==> config.mk <==
export PLATFORM = sky130hd
export DESIGN_NAME = utg_usart_timeout_guard
export DESIGN_NICKNAME = d
export VERILOG_FILES = /design/src/utg_pkg.sv /design/src/usart_timeout_guard.sv /design/src/utg_channel.sv /design/src/utg_timer.sv
export SDC_FILE = /design/constraint.sdc
export NUM_CORES = 1
export LEC_CHECK = 0
export BUFFER_PORTS_ARGS = -buffer_cell sky130_fd_sc_hd__buf_2
export CAP_MARGIN = 0
export CELL_PAD_IN_SITES_DETAIL_PLACEMENT = 0
export CELL_PAD_IN_SITES_GLOBAL_PLACEMENT = 2
export CORE_UTILIZATION = 30
export CTS_CLUSTER_SIZE = 12
export DETAILED_ROUTE_END_ITERATION = 12
export PLACE_DENSITY_LB_ADDON = 0.1
export SETUP_SLACK_MARGIN = 0.5
export SLEW_MARGIN = 20
export SYNTH_ARGS = -nofsm -noshare
export SYNTH_HDL_FRONTEND = slang
export SYNTH_SLANG_ARGS = --single-unit
==> constraint.sdc <==
create_clock -name clk -period 2.4 [get_ports clk]
set_input_delay 0.12 -clock clk [delete_from_list [all_inputs] [get_ports clk]]
set_output_delay 0.12 -clock clk [all_outputs]
set_load 0.01 [all_outputs]
==> src/utg_pkg.sv <==
// Constants shared by the time-out, time-guard and data channel logic.
// Assumes 32-bit AXI4-Lite register access with byte addresses below 0x20.
package utg_pkg;

  // ****************************************************************
  // Register map, byte addresses
  // ****************************************************************
  localparam logic [7:0] OFF_RX_TIMEOUT = 8'h00;
  localparam logic [7:0] OFF_TX_GUARD = 8'h04;
  localparam logic [7:0] OFF_RX_PTR = 8'h08;
  localparam logic [7:0] OFF_RX_CNT = 8'h0C;
  localparam logic [7:0] OFF_TX_PTR = 8'h10;
  localparam logic [7:0] OFF_TX_CNT = 8'h14;
  localparam logic [7:0] OFF_STATUS = 8'h18;

  // ****************************************************************
  // Status register bit positions
  // ****************************************************************
  localparam int STAT_TIMEOUT = 0;
  localparam int STAT_RX_DONE = 1;
  localparam int STAT_TX_DONE = 2;
  localparam int STAT_GUARD = 3;

  // ****************************************************************
  // Values after reset and timing counts
  // ****************************************************************
  localparam logic [7:0] RST_TIMEOUT = 8'h00;
  localparam logic [7:0] RST_GUARD = 8'h00;
  localparam logic [31:0] RST_PTR = 32'h0000_0000;
  localparam logic [15:0] RST_CNT = 16'h0000;
  // Bit periods per time-out counter step, and per time-guard step.
  localparam int TIMEOUT_BITS_PER_STEP = 4;
  localparam int GUARD_BITS_PER_STEP = 1;

  // ****************************************************************
  // Bus answers
  // ****************************************************************
  localparam logic [1:0] RESP_OKAY = 2'h0;
  localparam logic [1:0] RESP_DECERR = 2'h3;

endpackage : utg_pkg

==> src/usart_timeout_guard.sv <==
// Receive time-out, transmit time-guard and two data channels of a serial
// transceiver, behind an AXI4-Lite register slave.
// Assumes the baud generator gives one bit_tick pulse per bit period and
// the shifters report character ends; all inputs are synchronous to clk.
//
// The register offsets and the AXI4-Lite interface to the registers were decided locally.
`timescale 1ns/1ps
`default_nettype none
module utg_usart_timeout_guard #(
  parameter int CHAR_W = 9,
  parameter int PTR_STEP = 1
) (
  input wire logic clk,
  input wire logic nrst,
  input wire logic ce,
  input wire logic [7:0] s_axi_awaddr,
  input wire logic s_axi_awvalid,
  output logic s_axi_awready,
  input wire logic [31:0] s_axi_wdata,
  input wire logic [3:0] s_axi_wstrb,
  input wire logic s_axi_wvalid,
  output logic s_axi_wready,
  output logic [1:0] s_axi_bresp,
  output logic s_axi_bvalid,
  input wire logic s_axi_bready,
  input wire logic [7:0] s_axi_araddr,
  input wire logic s_axi_arvalid,
  output logic s_axi_arready,
  output logic [31:0] s_axi_rdata,
  output logic [1:0] s_axi_rresp,
  output logic s_axi_rvalid,
  input wire logic s_axi_rready,
  input wire logic bit_tick,
  input wire logic rxd,
  input wire logic rx_char_done,
  input wire logic [CHAR_W-1:0] rx_char,
  input wire logic receiver_ready,
  output logic rx_char_taken,
  input wire logic tx_char_done,
  input wire logic txd_shift,
  output logic txd,
  input wire logic transmitter_ready,
  output logic tx_hold_load,
  output logic [CHAR_W-1:0] tx_hold_data,
  output logic rx_mem_req,
  output logic [31:0] rx_mem_addr,
  output logic [CHAR_W-1:0] rx_mem_wdata,
  input wire logic rx_mem_ack,
  output logic tx_mem_req,
  output logic [31:0] tx_mem_addr,
  input wire logic [CHAR_W-1:0] tx_mem_rdata,
  input wire logic tx_mem_ack,
  output logic rx_channel_done,
  output logic tx_channel_done,
  output logic timeout_flag,
  output logic guard_active
);

  // ****************************************************************
  // State
  // ****************************************************************
  typedef struct packed {
    logic [7:0] timeout_value;
    logic [7:0] guard_time_value;
    logic rx_started;
    logic tmo_flag;
    logic txd;
    logic aw_full;
    logic w_full;
    logic [7:0] awaddr;
    logic [31:0] wdata;
    logic [3:0] wstrb;
    logic awready;
    logic wready;
    logic bvalid;
    logic [1:0] bresp;
    logic arready;
    logic rvalid;
    logic [31:0] rdata;
    logic [1:0] rresp;
    logic [CHAR_W-1:0] rx_wdata;
    logic rx_take;
    logic tx_load;
    logic [CHAR_W-1:0] tx_data;
  } utg_top_t;

  utg_top_t s;
  utg_top_t next_s;

  logic [31:0] rx_ptr;
  logic [15:0] rx_cnt;
  logic [31:0] tx_ptr;
  logic [15:0] tx_cnt;
  logic tmo_busy;
  logic tmo_expired;
  logic guard_busy;

  logic wr_en;
  logic [7:0] wr_addr;
  logic [7:0] rd_addr;
  logic [31:0] wr_old;
  logic [31:0] wr_val;
  logic rto_write;
  logic rx_ptr_we;
  logic rx_cnt_we;
  logic tx_ptr_we;
  logic tx_cnt_we;
  logic tmo_load;
  logic [7:0] tmo_value;

  // Byte lanes without a strobe keep the register's old contents.
  function automatic logic [31:0] utg_merge(input logic [31:0] old_v,
                                           input logic [31:0] new_v,
                                           input logic [3:0] strb);
    logic [31:0] res;
    res = old_v;
    for (int i = 0; i < 4; i++) begin
      if (strb[i]) begin
        res[i*8 +: 8] = new_v[i*8 +: 8];
      end
    end
    return res;
  endfunction : utg_merge

  // ****************************************************************
  // Write decode
  // ****************************************************************
  // A write runs once both halves are held and no response is pending.
  assign wr_en = s.aw_full && s.w_full && !s.bvalid;
  assign wr_addr = {s.awaddr[7:2], 2'b00};
  assign rd_addr = {s_axi_araddr[7:2], 2'b00};

  // Old contents of the addressed register, for strobe merging.
  always_comb begin
    case (wr_addr)
      utg_pkg::OFF_RX_TIMEOUT: wr_old = {24'h000000, s.timeout_value};
      utg_pkg::OFF_TX_GUARD: wr_old = {24'h000000, s.guard_time_value};
      utg_pkg::OFF_RX_PTR: wr_old = rx_ptr;
      utg_pkg::OFF_RX_CNT: wr_old = {16'h0000, rx_cnt};
      utg_pkg::OFF_TX_PTR: wr_old = tx_ptr;
      utg_pkg::OFF_TX_CNT: wr_old = {16'h0000, tx_cnt};
      default: wr_old = 32'h0000_0000;
    endcase
  end

  assign wr_val = utg_merge(wr_old, s.wdata, s.wstrb);
  assign rto_write = wr_en && wr_addr == utg_pkg::OFF_RX_TIMEOUT;
  assign rx_ptr_we = wr_en && wr_addr == utg_pkg::OFF_RX_PTR;
  assign rx_cnt_we = wr_en && wr_addr == utg_pkg::OFF_RX_CNT;
  assign tx_ptr_we = wr_en && wr_addr == utg_pkg::OFF_TX_PTR;
  assign tx_cnt_we = wr_en && wr_addr == utg_pkg::OFF_TX_CNT;

  // ****************************************************************
  // Receive time-out
  // ****************************************************************
  // Any write to the time-out register is a start command and reloads
  // the counter with the freshly written value.
  assign tmo_load = rto_write || rx_char_done;
  assign tmo_value = rto_write ? wr_val[7:0] : s.timeout_value;

  utg_timer #(
    .PRE(utg_pkg::TIMEOUT_BITS_PER_STEP)
  ) u_timeout (
    .clk(clk),
    .nrst(nrst),
    .ce(ce),
    .load(tmo_load),
    .value(tmo_value),
    .tick(bit_tick),
    .run(s.rx_started && rxd),
    .busy(tmo_busy),
    .expired(tmo_expired)
  );

  // ****************************************************************
  // Transmit time-guard
  // ****************************************************************
  // The guard starts at each character end; a zero value never starts it.
  utg_timer #(
    .PRE(utg_pkg::GUARD_BITS_PER_STEP)
  ) u_guard (
    .clk(clk),
    .nrst(nrst),
    .ce(ce),
    .load(tx_char_done),
    .value(s.guard_time_value),
    .tick(bit_tick),
    .run(1'b1),
    .busy(guard_busy),
    .expired()
  );

  // ****************************************************************
  // Data channels
  // ****************************************************************
  // Receive channel moves the holding character out to memory.
  utg_channel #(
    .STEP(PTR_STEP)
  ) u_rx_chan (
    .clk(clk),
    .nrst(nrst),
    .ce(ce),
    .ptr_we(rx_ptr_we),
    .cnt_we(rx_cnt_we),
    .wdata(wr_val),
    .trigger(receiver_ready),
    .ack(rx_mem_ack),
    .ptr(rx_ptr),
    .cnt(rx_cnt),
    .req(rx_mem_req),
    .done(rx_channel_done)
  );

  // Transmit channel fetches the next character into the holding stage.
  utg_channel #(
    .STEP(PTR_STEP)
  ) u_tx_chan (
    .clk(clk),
    .nrst(nrst),
    .ce(ce),
    .ptr_we(tx_ptr_we),
    .cnt_we(tx_cnt_we),
    .wdata(wr_val),
    .trigger(transmitter_ready),
    .ack(tx_mem_ack),
    .ptr(tx_ptr),
    .cnt(tx_cnt),
    .req(tx_mem_req),
    .done(tx_channel_done)
  );

  assign rx_mem_addr = rx_ptr;
  assign tx_mem_addr = tx_ptr;

  // ****************************************************************
  // Next state
  // ****************************************************************
  // Bus slave, configuration registers, flags and line output.
  always_comb begin
    next_s = s;
    next_s.rx_take = 1'b0;
    next_s.tx_load = 1'b0;
    // Address and data are taken in either order.
    if (s_axi_awvalid && s.awready) begin
      next_s.aw_full = 1'b1;
      next_s.awaddr = s_axi_awaddr;
    end
    if (s_axi_wvalid && s.wready) begin
      next_s.w_full = 1'b1;
      next_s.wdata = s_axi_wdata;
      next_s.wstrb = s_axi_wstrb;
    end
    if (s.bvalid && s_axi_bready) begin
      next_s.bvalid = 1'b0;
    end
    if (wr_en) begin
      next_s.aw_full = 1'b0;
      next_s.w_full = 1'b0;
      next_s.bvalid = 1'b1;
      next_s.bresp = utg_pkg::RESP_OKAY;
      case (wr_addr)
        utg_pkg::OFF_RX_TIMEOUT: next_s.timeout_value = wr_val[7:0];
        utg_pkg::OFF_TX_GUARD: next_s.guard_time_value = wr_val[7:0];
        utg_pkg::OFF_RX_PTR, utg_pkg::OFF_RX_CNT, utg_pkg::OFF_TX_PTR,
        utg_pkg::OFF_TX_CNT, utg_pkg::OFF_STATUS: begin
          next_s.bresp = utg_pkg::RESP_OKAY;
        end
        default: next_s.bresp = utg_pkg::RESP_DECERR;
      endcase
    end
    next_s.awready = !next_s.aw_full;
    next_s.wready = !next_s.w_full;
    // Reads answer on the edge that takes the address.
    if (s.rvalid && s_axi_rready) begin
      next_s.rvalid = 1'b0;
    end
    if (s_axi_arvalid && s.arready) begin
      next_s.rvalid = 1'b1;
      next_s.rresp = utg_pkg::RESP_OKAY;
      next_s.rdata = 32'h0000_0000;
      case (rd_addr)
        utg_pkg::OFF_RX_TIMEOUT: next_s.rdata[7:0] = s.timeout_value;
        utg_pkg::OFF_TX_GUARD: next_s.rdata[7:0] = s.guard_time_value;
        utg_pkg::OFF_RX_PTR: next_s.rdata = rx_ptr;
        utg_pkg::OFF_RX_CNT: next_s.rdata[15:0] = rx_cnt;
        utg_pkg::OFF_TX_PTR: next_s.rdata = tx_ptr;
        utg_pkg::OFF_TX_CNT: next_s.rdata[15:0] = tx_cnt;
        utg_pkg::OFF_STATUS: begin
          next_s.rdata[utg_pkg::STAT_TIMEOUT] = s.tmo_flag;
          next_s.rdata[utg_pkg::STAT_RX_DONE] = rx_channel_done;
          next_s.rdata[utg_pkg::STAT_TX_DONE] = tx_channel_done;
          next_s.rdata[utg_pkg::STAT_GUARD] = guard_busy;
        end
        default: next_s.rresp = utg_pkg::RESP_DECERR;
      endcase
    end
    next_s.arready = !next_s.rvalid;
    // Reception counts as started from the first character after a start.
    if (rto_write) begin
      next_s.rx_started = 1'b0;
      next_s.tmo_flag = 1'b0;
    end
    if (rx_char_done) begin
      next_s.rx_started = 1'b1;
    end
    // Expiry set wins over a start clear in the same cycle.
    if (tmo_expired) begin
      next_s.tmo_flag = 1'b1;
    end
    if (next_s.timeout_value == 8'h00) begin
      next_s.tmo_flag = 1'b0;
    end
    // Guard forces the line to its idle high level.
    next_s.txd = txd_shift || guard_busy;
    // Receive data is sampled while no request is open, so it matches.
    if (!rx_mem_req) begin
      next_s.rx_wdata = rx_char;
    end
    if (rx_mem_req && rx_mem_ack) begin
      next_s.rx_take = 1'b1;
    end
    if (tx_mem_req && tx_mem_ack) begin
      next_s.tx_load = 1'b1;
      next_s.tx_data = tx_mem_rdata;
    end
  end

  // State register; the line idles high from reset.
  always_ff @(posedge clk) begin
    if (!nrst) begin
      s <= '0;
      s.timeout_value <= utg_pkg::RST_TIMEOUT;
      s.guard_time_value <= utg_pkg::RST_GUARD;
      s.txd <= 1'b1;
    end else if (ce) begin
      s <= next_s;
    end
  end

  // ****************************************************************
  // Outputs
  // ****************************************************************
  assign s_axi_awready = s.awready;
  assign s_axi_wready = s.wready;
  assign s_axi_bresp = s.bresp;
  assign s_axi_bvalid = s.bvalid;
  assign s_axi_arready = s.arready;
  assign s_axi_rdata = s.rdata;
  assign s_axi_rresp = s.rresp;
  assign s_axi_rvalid = s.rvalid;
  assign rx_char_taken = s.rx_take;
  assign txd = s.txd;
  assign tx_hold_load = s.tx_load;
  assign tx_hold_data = s.tx_data;
  assign rx_mem_wdata = s.rx_wdata;
  assign timeout_flag = s.tmo_flag;
  assign guard_active = guard_busy;
endmodule : utg_usart_timeout_guard
`default_nettype wire

==> src/utg_channel.sv <==
// One data channel: buffer pointer, item counter and memory request.
// Assumes memory answers a request with a one-cycle ack pulse.
`timescale 1ns/1ps
`default_nettype none
module utg_channel #(
  parameter int STEP = 1
) (
  input wire logic clk,
  input wire logic nrst,
  input wire logic ce,
  input wire logic ptr_we,
  input wire logic cnt_we,
  input wire logic [31:0] wdata,
  input wire logic trigger,
  input wire logic ack,
  output logic [31:0] ptr,
  output logic [15:0] cnt,
  output logic req,
  output logic done
);

  typedef struct packed {
    logic [31:0] ptr;
    logic [15:0] cnt;
    logic req;
    logic gap;
    logic done;
  } utg_chan_t;

  utg_chan_t s;
  utg_chan_t next_s;

  // The gap cycle after each move lets the ready level fall first, so a
  // single character is never moved twice.
  always_comb begin
    next_s = s;
    next_s.gap = 1'b0;
    if (s.req && ack) begin
      next_s.req = 1'b0;
      next_s.gap = 1'b1;
      next_s.ptr = s.ptr + 32'(STEP);
      next_s.cnt = s.cnt - 16'h0001;
    end else if (!s.req && !s.gap && s.cnt != 16'h0000 && trigger) begin
      next_s.req = 1'b1;
    end
    if (ptr_we) begin
      next_s.ptr = wdata;
    end
    if (cnt_we) begin
      next_s.cnt = wdata[15:0];
      if (wdata[15:0] == 16'h0000) begin
        next_s.req = 1'b0;
      end
    end
    next_s.done = (next_s.cnt == 16'h0000);
  end

  // State register; an empty counter means the channel starts done.
  always_ff @(posedge clk) begin
    if (!nrst) begin
      s <= '0;
      s.ptr <= utg_pkg::RST_PTR;
      s.cnt <= utg_pkg::RST_CNT;
      s.done <= 1'b1;
    end else if (ce) begin
      s <= next_s;
    end
  end

  assign ptr = s.ptr;
  assign cnt = s.cnt;
  assign req = s.req;
  assign done = s.done;
endmodule : utg_channel
`default_nettype wire

==> src/utg_timer.sv <==
// Loadable down counter stepping once every PRE bit-period ticks.
// Assumes tick is a one-cycle pulse per bit period, synchronous to clk.
`timescale 1ns/1ps
`default_nettype none
module utg_timer #(
  parameter int PRE = 4
) (
  input wire logic clk,
  input wire logic nrst,
  input wire logic ce,
  input wire logic load,
  input wire logic [7:0] value,
  input wire logic tick,
  input wire logic run,
  output logic busy,
  output logic expired
);

  typedef struct packed {
    logic [7:0] cnt;
    logic [2:0] pre;
    logic busy;
    logic expired;
  } utg_timer_t;

  utg_timer_t s;
  utg_timer_t next_s;

  // A load wins over counting; a zero value leaves the timer idle.
  always_comb begin
    next_s = s;
    next_s.expired = 1'b0;
    if (load) begin
      next_s.cnt = value;
      next_s.pre = 3'h0;
      next_s.busy = (value != 8'h00);
    end else if (s.busy && !run) begin
      next_s.pre = 3'h0;
    end else if (s.busy && tick) begin
      if (s.pre == 3'(PRE - 1)) begin
        next_s.pre = 3'h0;
        if (s.cnt == 8'h01) begin
          next_s.cnt = 8'h00;
          next_s.busy = 1'b0;
          next_s.expired = 1'b1;
        end else begin
          next_s.cnt = s.cnt - 8'h01;
        end
      end else begin
        next_s.pre = s.pre + 3'h1;
      end
    end
  end

  // State register, frozen while the clock enable is low.
  always_ff @(posedge clk) begin
    if (!nrst) begin
      s <= '0;
    end else if (ce) begin
      s <= next_s;
    end
  end

  assign busy = s.busy;
  assign expired = s.expired;
endmodule : utg_timer
`default_nettype wire
# Word-level counts from Yosys, hierarchy flattened
# Cells that the tools add are included.
# word_totals
reg_bits	252
inputBits	87
output_inout_bits	132
elab_cells	200
# classes
add_sub_neg	8
n_eq_ne	16
mux	59
n_bitwise	1
n_reduce_logical	78
# ops
cell	count
$pmux 32 s6	1
$mux 48	2
$mux 8	12
$add 32x1->32 const B	2
$mux 32	2
$logic_not 16->1	3
$eq 6x3->1 const B	6
$mux 35	1
$mux 17	2
$pmux 16 s2	1
$pmux 8 s4	1
$reduce_bool 16->1	2
$sub 16x1->16 const B	2
$pmux 4 s7	1
$mux 13	2
$reduce_and 2->1	13
$eq 6x2->1 const B	4
$logic_and 1x1->1	24
$logic_not 8->1	3
$mux 12	2
$pmux 4 s6	1
$reduce_bool 2->1	10
$mux 2	9
$eq 8x1->1 const B	2
19 further kinds	54

# Depth between registers and ports, before layout
# Gate-level depths: netlist (run 1).
# logic_depth
word_depth	9
mapped_depth	12
depth_no_buf	9

# Hierarchy
# A second synthesis (run 1) with hierarchy kept.
# unflattened
hier_cells	2054
area_unflattened_um2	15837.7
# by_module_without_submodules
module	n_inst	cells_each	area_each_um2	seq_area_each_um2
utg_channel	2	505	3708.6	1021.0
utg_usart_timeout_guard	1	837	6734.0	2442.3
utg_timer (u_guard)	1	105	867.1	260.2
utg_timer (u_timeout)	1	102	819.5	260.2

# Least setup slack after synthesis (run 1)
# OpenSTA, ideal clock, no wires.
# synth_path
kind	reg-to-reg
startpoint	reg, netlist name u_tx_chan.cnt[2]
endpoint	reg, netlist name u_tx_chan.done
setup_ns	0.085
arrival_time_ns	2.508
required_ns	2.315
slack_ns	-0.193
stages_incl_launch_ff	9
n_path_buf	1
synth_period_minus_slack_ns	2.593
path_cell_list	dfxtp_1 buf_2 or3_1 or4_1 or4_4 xnor2_1 or3_1 o41a_1 o31ai_2
# synth_between
elab_chain_cells	4
word_cells_on_any_way	6
cone_classes	add/sub (1); mux (4); reduce/logical (1)
# synth_rtl
item	line_no	text
$sub 16x1->16 or $pmux 32 s6 (tied branches)	utg_channel.sv:42, usart_timeout_guard.sv:135	
$mux 48 or $mux 8 (tied branches)	utg_channel.sv:38, usart_timeout_guard.sv:118	
$mux 17 *	utg_channel.sv:49	if (cnt_we) begin
$logic_not 16->1 *	utg_channel.sv:55	next_s.done = (next_s.cnt == 16'h0000);
# Every way passes the cells marked *; elsewhere a longest branch is shown, timed or not. The select of a mux whose other input is x is not followed.
# A chain may end at the register's enable or synchronous reset.

# Final worst setup path (run 1)
# layout_path
startpoint	reg, netlist name u_tx_chan.cnt[2]
endpoint	reg, netlist name u_tx_chan.done
# layout_between
elab_chain_cells	4
word_cells_on_any_way	6
cone_classes	add/sub (1); mux (4); reduce/logical (1)
# layout_rtl
item	line_no
$sub 16x1->16 or $pmux 32 s6 (tied branches)	utg_channel.sv:42, usart_timeout_guard.sv:135
$mux 48 or $mux 8 (tied branches)	utg_channel.sv:38, usart_timeout_guard.sv:118
$mux 17 *	utg_channel.sv:49
$logic_not 16->1 *	utg_channel.sv:55
# Marks and branches as above.

==> results of run 1 <==
cells in the mapped netlist (all sizes together) (20+ instances only):
| master | instances |
|---|---|
| nor2 | 184 |
| a22oi | 40 |
| a21oi | 194 |
| nand2 | 268 |
| o21ai | 160 |
| a211oi | 24 |
| xnor2 | 21 |
| or3 | 22 |
| o22ai | 22 |
| nor3 | 78 |
| nand4 | 35 |
| clkbuf | 115 |
| a221oi | 22 |
| mux2i | 70 |
| dfxtp | 247 |
| nor4 | 28 |
| inv | 25 |
| nand3 | 53 |
| buf | 104 |
| and3 | 24 |
| mux2 | 20 |
timing repair:
item	in CTS	in global routing
hold buffers	68	0
pin swaps	133	194
hold endpoints to repair	70	0
setup buffers	90	66
endpoints found under the setup margin	138	143
resized for setup	361	372
cloned	19	9
registers in the layout (all words and copies together) (netlist names), 9 cells and up:
name,count
u_tx_chan.cnt,16
rx_mem_wdata,9
u_rx_chan.ptr,32
s,61
u_timeout.s,11
u_tx_chan.ptr,32
tx_hold_data,9
u_guard.s,11
u_rx_chan.cnt,16
s_axi_rdata,32
area by class of cell:
cell class	instances	area [sq um]
multi-input cells	1498	11500
clock buffers	49	1030
clock inverters	10	100
repair buffers	733	6560
fillers	4628	23800
flip-flops and latches	247	5000
well taps	664	831
inverters	25	98.8
diodes	2	5.00
per-layer routing:
metal | GRT usage (%) | vias up | routed length [um]
li1 | - | 8355 | -
met1 | 42.7 | 8943 | 35900
met2 | 42.5 | 787 | 33400
met3 | 6.27 | 132 | 6320
met4 | 8.10 | 2 | 2090
met5 | 0 | - | 13
worst max-delay path by stage:
stage                                        startpoint                       endpoint  cells after the start
after floorplan           u_tx_chan.cnt[2]$_SDFFE_PN0P_    u_tx_chan.done$_SDFFE_PN1P_                      8
after global placement    u_rx_chan.cnt[2]$_SDFFE_PN0P_  u_rx_chan.cnt[7]$_SDFFE_PN0P_                      9
after detailed placement  u_rx_chan.cnt[2]$_SDFFE_PN0P_  u_rx_chan.cnt[7]$_SDFFE_PN0P_                      9
after CTS                 u_tx_chan.cnt[2]$_SDFFE_PN0P_    u_tx_chan.done$_SDFFE_PN1P_                      7
after global routing      u_tx_chan.cnt[2]$_SDFFE_PN0P_    u_tx_chan.done$_SDFFE_PN1P_                      7
final                     u_tx_chan.cnt[2]$_SDFFE_PN0P_    u_tx_chan.done$_SDFFE_PN1P_                      9
worst max-delay path: stages (launching register included):
cell and delay, ps:
dfxtp_2 330, or3_4 380, or4_4 450, buf_4 160, buf_6 120, o21ai_0 200
a21oi_2 120, nor3_1 240, nand4_1 160, o31ai_2 240
kinds of logic (layout without fill, tap and decap cells):
family,count (synthesis),count (layout),share of synthesized area [%]
and+or+nand+nor,771,775,24.6
AOI/OAI and AO/OA,592,592,25.2
DFF,247,247,33.2
buffers and inverters,244,817,7.98
muxes,91,91,6.38
xor gates and xnor gates,27,27,1.59
adders and majority gates,13,13,1.09
other,0,2,0
stage by stage:
step	total power, uW	area, sq um
3_3_place_gp	5820	18400
2_1_floorplan	5230	15600
6_report	11600	25100
4_1_cts	11400	22800
3_5_place_dp	5820	18400
5_1_grt	11900	25100
power breakdown:
| part | internal (uW) | switching (uW) |
|---|---|---|
| Clock | 3190 | 2080 |
| Combinational | 879 | 1070 |
| Sequential | 4210 | 122 |
==> metrics, run 1 <==
DR WL/cell=~24 um; Worst-Margin Slew=roughly 830 ps; reg-to-reg setup timing slack=-70 ps; critical path class=reg2reg; Cell variety after synth=85; Post-Layout Cell Count=approximately 3.2k; effective utilization at floorplan=a little under a third; DR iter-0 viols=around 1.5k; antenna violations before repair=2; 1st-pass router iterations=5; H-tree levels=2; fin. max-slew vios=0; commonest non-fill, non-tap cell in the layout=buf_4; Reg2Reg Depth=9; Vert. Die Dim=around 220 um; CTS tree=done; Post-Syn Instances=1985; DP HPWL=52.9 mm; YS warnings=0; skew final=~26 ps; Max Freq=between 400 and 500 MHz; worst slack, placed=-74.0 ps; hold endpoint=u_timeout.busy$_SDFFE_PN0P_; Post-synth EDFFs=0; Seq/Total Area, Yosys=roughly a third; worst-case clock buffer depth=3; min-delay worst type=in2reg; Die X=225 um; worst hold slack=59.5 ps; DIE AREA=just over 50000 sq um; worst r2r dst=u_tx_chan.done$_SDFFE_PN1P_; gpl congestion=about 0.96; Worst Path Max Fanout=4; area leader, netlist=dfxtp_1; Worst-Skew Late Latency=around 560 ps; DR vias/cell=~5.6; fin util=slightly above 50%; VDD IR max=0.000426 V; most frequent cells in the layout=buf_4, nand2_1, dfxtp_1, buf_2, nor2_1; first-pass GRT wire length=~110 mm; fin crit share=103%; share of cells above drive strength 1=47.0%; Finish-stage setup viols=2; Routed Antenna Nets=0; Inst Count DP=roughly 2.9k; setup ws final=-68.9 ps; Yosys reg bits=roughly 250; RSZ-0062 raised after global routing=true; Worst R2R Start=u_tx_chan.cnt[2]$_SDFFE_PN0P_; hold path start=rx_char_done; clock sinks=between 200 and 250; crit end category=flop; Static Leakage=0.0101 uW; WHS Path Cells=3; gr ovfl total=0; Max-slew headroom=44.5%; P per Cell Area=around 460 nW/um^2; share of the synthesized area in the top cell type=approximately a third; Crit path required time=2880 ps; Ports=219; syn nets=about 2.1k; Top FF cell, synth=dfxtp_1; Startpoint Class=flop; outcome=finished with violations; Netlist Area Pre-Place=14900 sq um; number of buffers created by CTS=34; top cells by area, synth=dfxtp_1, nand2_1, a21oi_1, o21ai_0, mux2i_1; clock slew at reported path FFs=70 ps; GRT Total Usage=29.2%; root buffer cell=clkbuf_16; Area Overhead vs Synth=68.5%; Post-synth ARST share=0%; final WL=between 70 and 80 mm; largest net degree at the start of global routing=slightly below 60; Layout Nets=approximately 2.6k; Site Rows=81; Core ar.=around 49000 sq um; max cap viols=0; port bufs=214; endpoints failing hold=0; vias in the first global route=about 17k; Mapped Avg Cell Area=roughly 7.5 sq um; failing checks=negative setup slack; DRC viols=0; Vias=18.2k; setup TNS=-82.5 ps; Tmin final=about 2500 ps; Crit path arrival time=between 2000 and 3000 ps
Note: power is estimated with default switching activity, not from simulation.
==> run 2, diff against run 1 <==
CORE_ASPECT_RATIO = 0.7   (was not set)
CORE_UTILIZATION = 33   (was 30)
clock period = 2.3 ns   (was 2.4 ns; I/O delays follow)
==> run 2 against run 1 <==
  * The run still ends with negative setup slack left
  * Cell count decreased by 2.0%
  * Combinational power up 2%
  * Die area decreased by 9.0%
  * Sequential power rose by 4%
  * Highest routed layer unchanged
  * Clock power decreased by 6.6%
  * Total power fell by 1.2%
  * Non-clock buffer count is 12 higher
  * Design area fell by 2.8%
  * Largest cell class unchanged
==> metrics, run 2 (synthesized netlist as in run 1, its figures left out) <==
Ports=219 (unchanged); DR iter-0 viols=1842 (was 1526); commonest non-fill, non-tap cell in the layout=buf_4 (unchanged); outcome=finished with violations (unchanged); share of cells above drive strength 1=45.3% (was 47.0%); Layout Nets=2646 (was 2639); P per Cell Area=467 nW/um^2 (was 460 nW/um^2); worst-case clock buffer depth=3 (unchanged); hold path start=rx_mem_ack (was rx_char_done); Core ar.=44100 sq um (was 49000 sq um); largest register by flop count=s (unchanged); failing checks=negative setup slack (unchanged); Vias=18.3k (was 18.2k); Static Leakage=0.00990 uW (was 0.0101 uW); Worst-Margin Slew=738 ps (was 833 ps); Post-Layout Cell Count=3163 (was 3228); vias in the first global route=16.9k (was 16.8k); min-delay worst type=in2reg (unchanged); critical path class=reg2reg (unchanged); Tmin final=2510 ps (was 2470 ps); antenna violations before repair=1 (was 2); crit path from=s[99]$_SDFFE_PN0P_ (was u_tx_chan.cnt[2]$_SDFFE_PN0P_); DRC viols=0 (unchanged); Site Rows=64 (was 81); CTS tree=done (unchanged); setup TNS=-6360 ps (was -82.5 ps); Routed Antenna Nets=0 (unchanged); endpoints failing hold=0 (unchanged); Vert. Die Dim=180 um (was 225 um); final WL=77.8 mm (was 77.7 mm); gr ovfl total=0 (unchanged); first-pass GRT wire length=113 mm (was 111 mm); fin crit share=109% (was 103%); largest net degree at the start of global routing=69 (was 58); Area Overhead vs Synth=63.8% (was 68.5%); ant diodes=0 (was 2); Startpoint Class=flop (unchanged); DR vias/cell=5.79 (was 5.64); max FFs per register=61 (unchanged); Finish-stage setup viols=84 (was 2); gpl congestion=0.965 (was 0.961); fin util=55.4% (was 51.3%); H-tree levels=1 (was 2); setup ws final=-206 ps (was -68.9 ps); max cap viols=0 (unchanged); port bufs=214 (unchanged); Worst Path Max Fanout=9 (was 4); number of buffers created by CTS=29 (was 34); DIE AREA=46100 sq um (was 50600 sq um); clock sinks=247 (unchanged); Inst Count DP=2909 (was 2915); worst hold slack=65.9 ps (was 59.5 ps); Max-slew headroom=50.4% (was 44.5%); crit end category=flop (unchanged); VDD IR max=0.000454 V (was 0.000426 V); root buffer cell=clkbuf_16 (unchanged); Crit path required time=2800 ps (was 2880 ps); Die X=256 um (was 225 um); DR WL/cell=24.6 um (was 24.1 um); fin. max-slew vios=0 (unchanged); Max Freq=399 MHz (was 405 MHz); skew final=23.6 ps (was 26.1 ps); RSZ-0062 raised after global routing=true (unchanged); DP HPWL=55.1 mm (was 52.9 mm); most frequent cells in the layout=buf_4, nand2_1, dfxtp_1, buf_2, nor2_1 (unchanged); Crit path arrival time=3010 ps (was 2950 ps); effective utilization at floorplan=33.8% (was 30.5%); clock slew at reported path FFs=70 ps (about the same); GRT Total Usage=32.3% (was 29.2%); overall power=11400 uW (was 11600 uW); Worst-Skew Late Latency=590 ps (was 560 ps); Worst R2R Start=s[99]$_SDFFE_PN0P_ (was u_tx_chan.cnt[2]$_SDFFE_PN0P_); Fill cells=4156 (was 4628); 1st-pass router iterations=5 (unchanged)
==> run 2: cell count changes in the layout (fill, tap and decap cells not counted), sizes merged <==
| cell | before | now |
|---|---|---|
| buf | 656 | 673 |
| clkbuf | 58 | 46 |
| inv | 25 | 28 |
| clkinv | 8 | 6 |
| diode | 2 | 0 |
| bufbuf | 0 | 1 |
| nand2 | 271 | 270 |
| or3 | 22 | 23 |
==> run 2: worst paths after layout <==
kind / endpoint / slack (ps) / depth (start not counted)
hold / removal: u_rx_chan.cnt[4]$_SDFFE_PN0P_ / 70 / 5
setup / recovery: u_tx_chan.done$_SDFFE_PN1P_ / -210 / 8
hold reg to reg: rx_mem_wdata[7]$_SDFFE_PN0P_ / 450 / 2
setup reg to reg: u_tx_chan.done$_SDFFE_PN1P_ / -210 / 8
==> run 2: metrics by stage <==
stage / cell area (sq um) / worst slack (ps)
6_report: 24400 / -206
5_1_grt: 24400 / -237
4_1_cts: 23100 / -180
3_5_place_dp: 18900 / -371
3_3_place_gp: 18900 / -404
2_1_floorplan: 15800 / -184
==> run 2: layout make-up <==
type / instances / area, sq um / area share (%)
inverters: 25 / 98.8 / 0.405
clock inverters: 11 / 116 / 0.476
flip-flops and latches: 247 / 4980 / 20.4
clock buffers: 43 / 878 / 3.60
repair buffers: 745 / 6500 / 26.6
well taps: 594 / 743 / 3.04
multi-input cells: 1498 / 11100 / 45.5
==> run 2: layer usage <==
metal  vias to the layer above  share of wire [%]  track usage [%]  wire length, um
met1                      8995                 47             50.1            36800
met2                       859                 40             45.3            31400
li1                       8365                  -                -                -
met4                         2                1.7             5.03             1300
met5                         -              0.021                0               16
met3                        92                 11             6.81             8360
==> run 2: worst max-delay path, stage by stage (launching register included) <==
cell	delay, ps
dfxtp_4	370
buf_12	150
buf_6	170
mux2i_1	400
o32ai_4	160
a22oi_2	410
nand4_1	240
o41a_1	370
o31ai_2	170
==> run 2: power breakdown <==
group          leakage [uW]  internal (uW)  switching [uW]
clock              0.000501           2860            2060
sequential          0.00201           4390             117
combinational       0.00738            887            1100
==> run 2: timing repair <==
item | 4_1_cts | 5_1_grt
setup buffers | 79 | 31
hold buffers | 68 | 0
endpoints found under the hold margin | 71 | 0
endpoints found under the setup margin | 136 | 153
cloned | 17 | 5
gates resized for setup | 397 | 216
pin swaps | 170 | 138
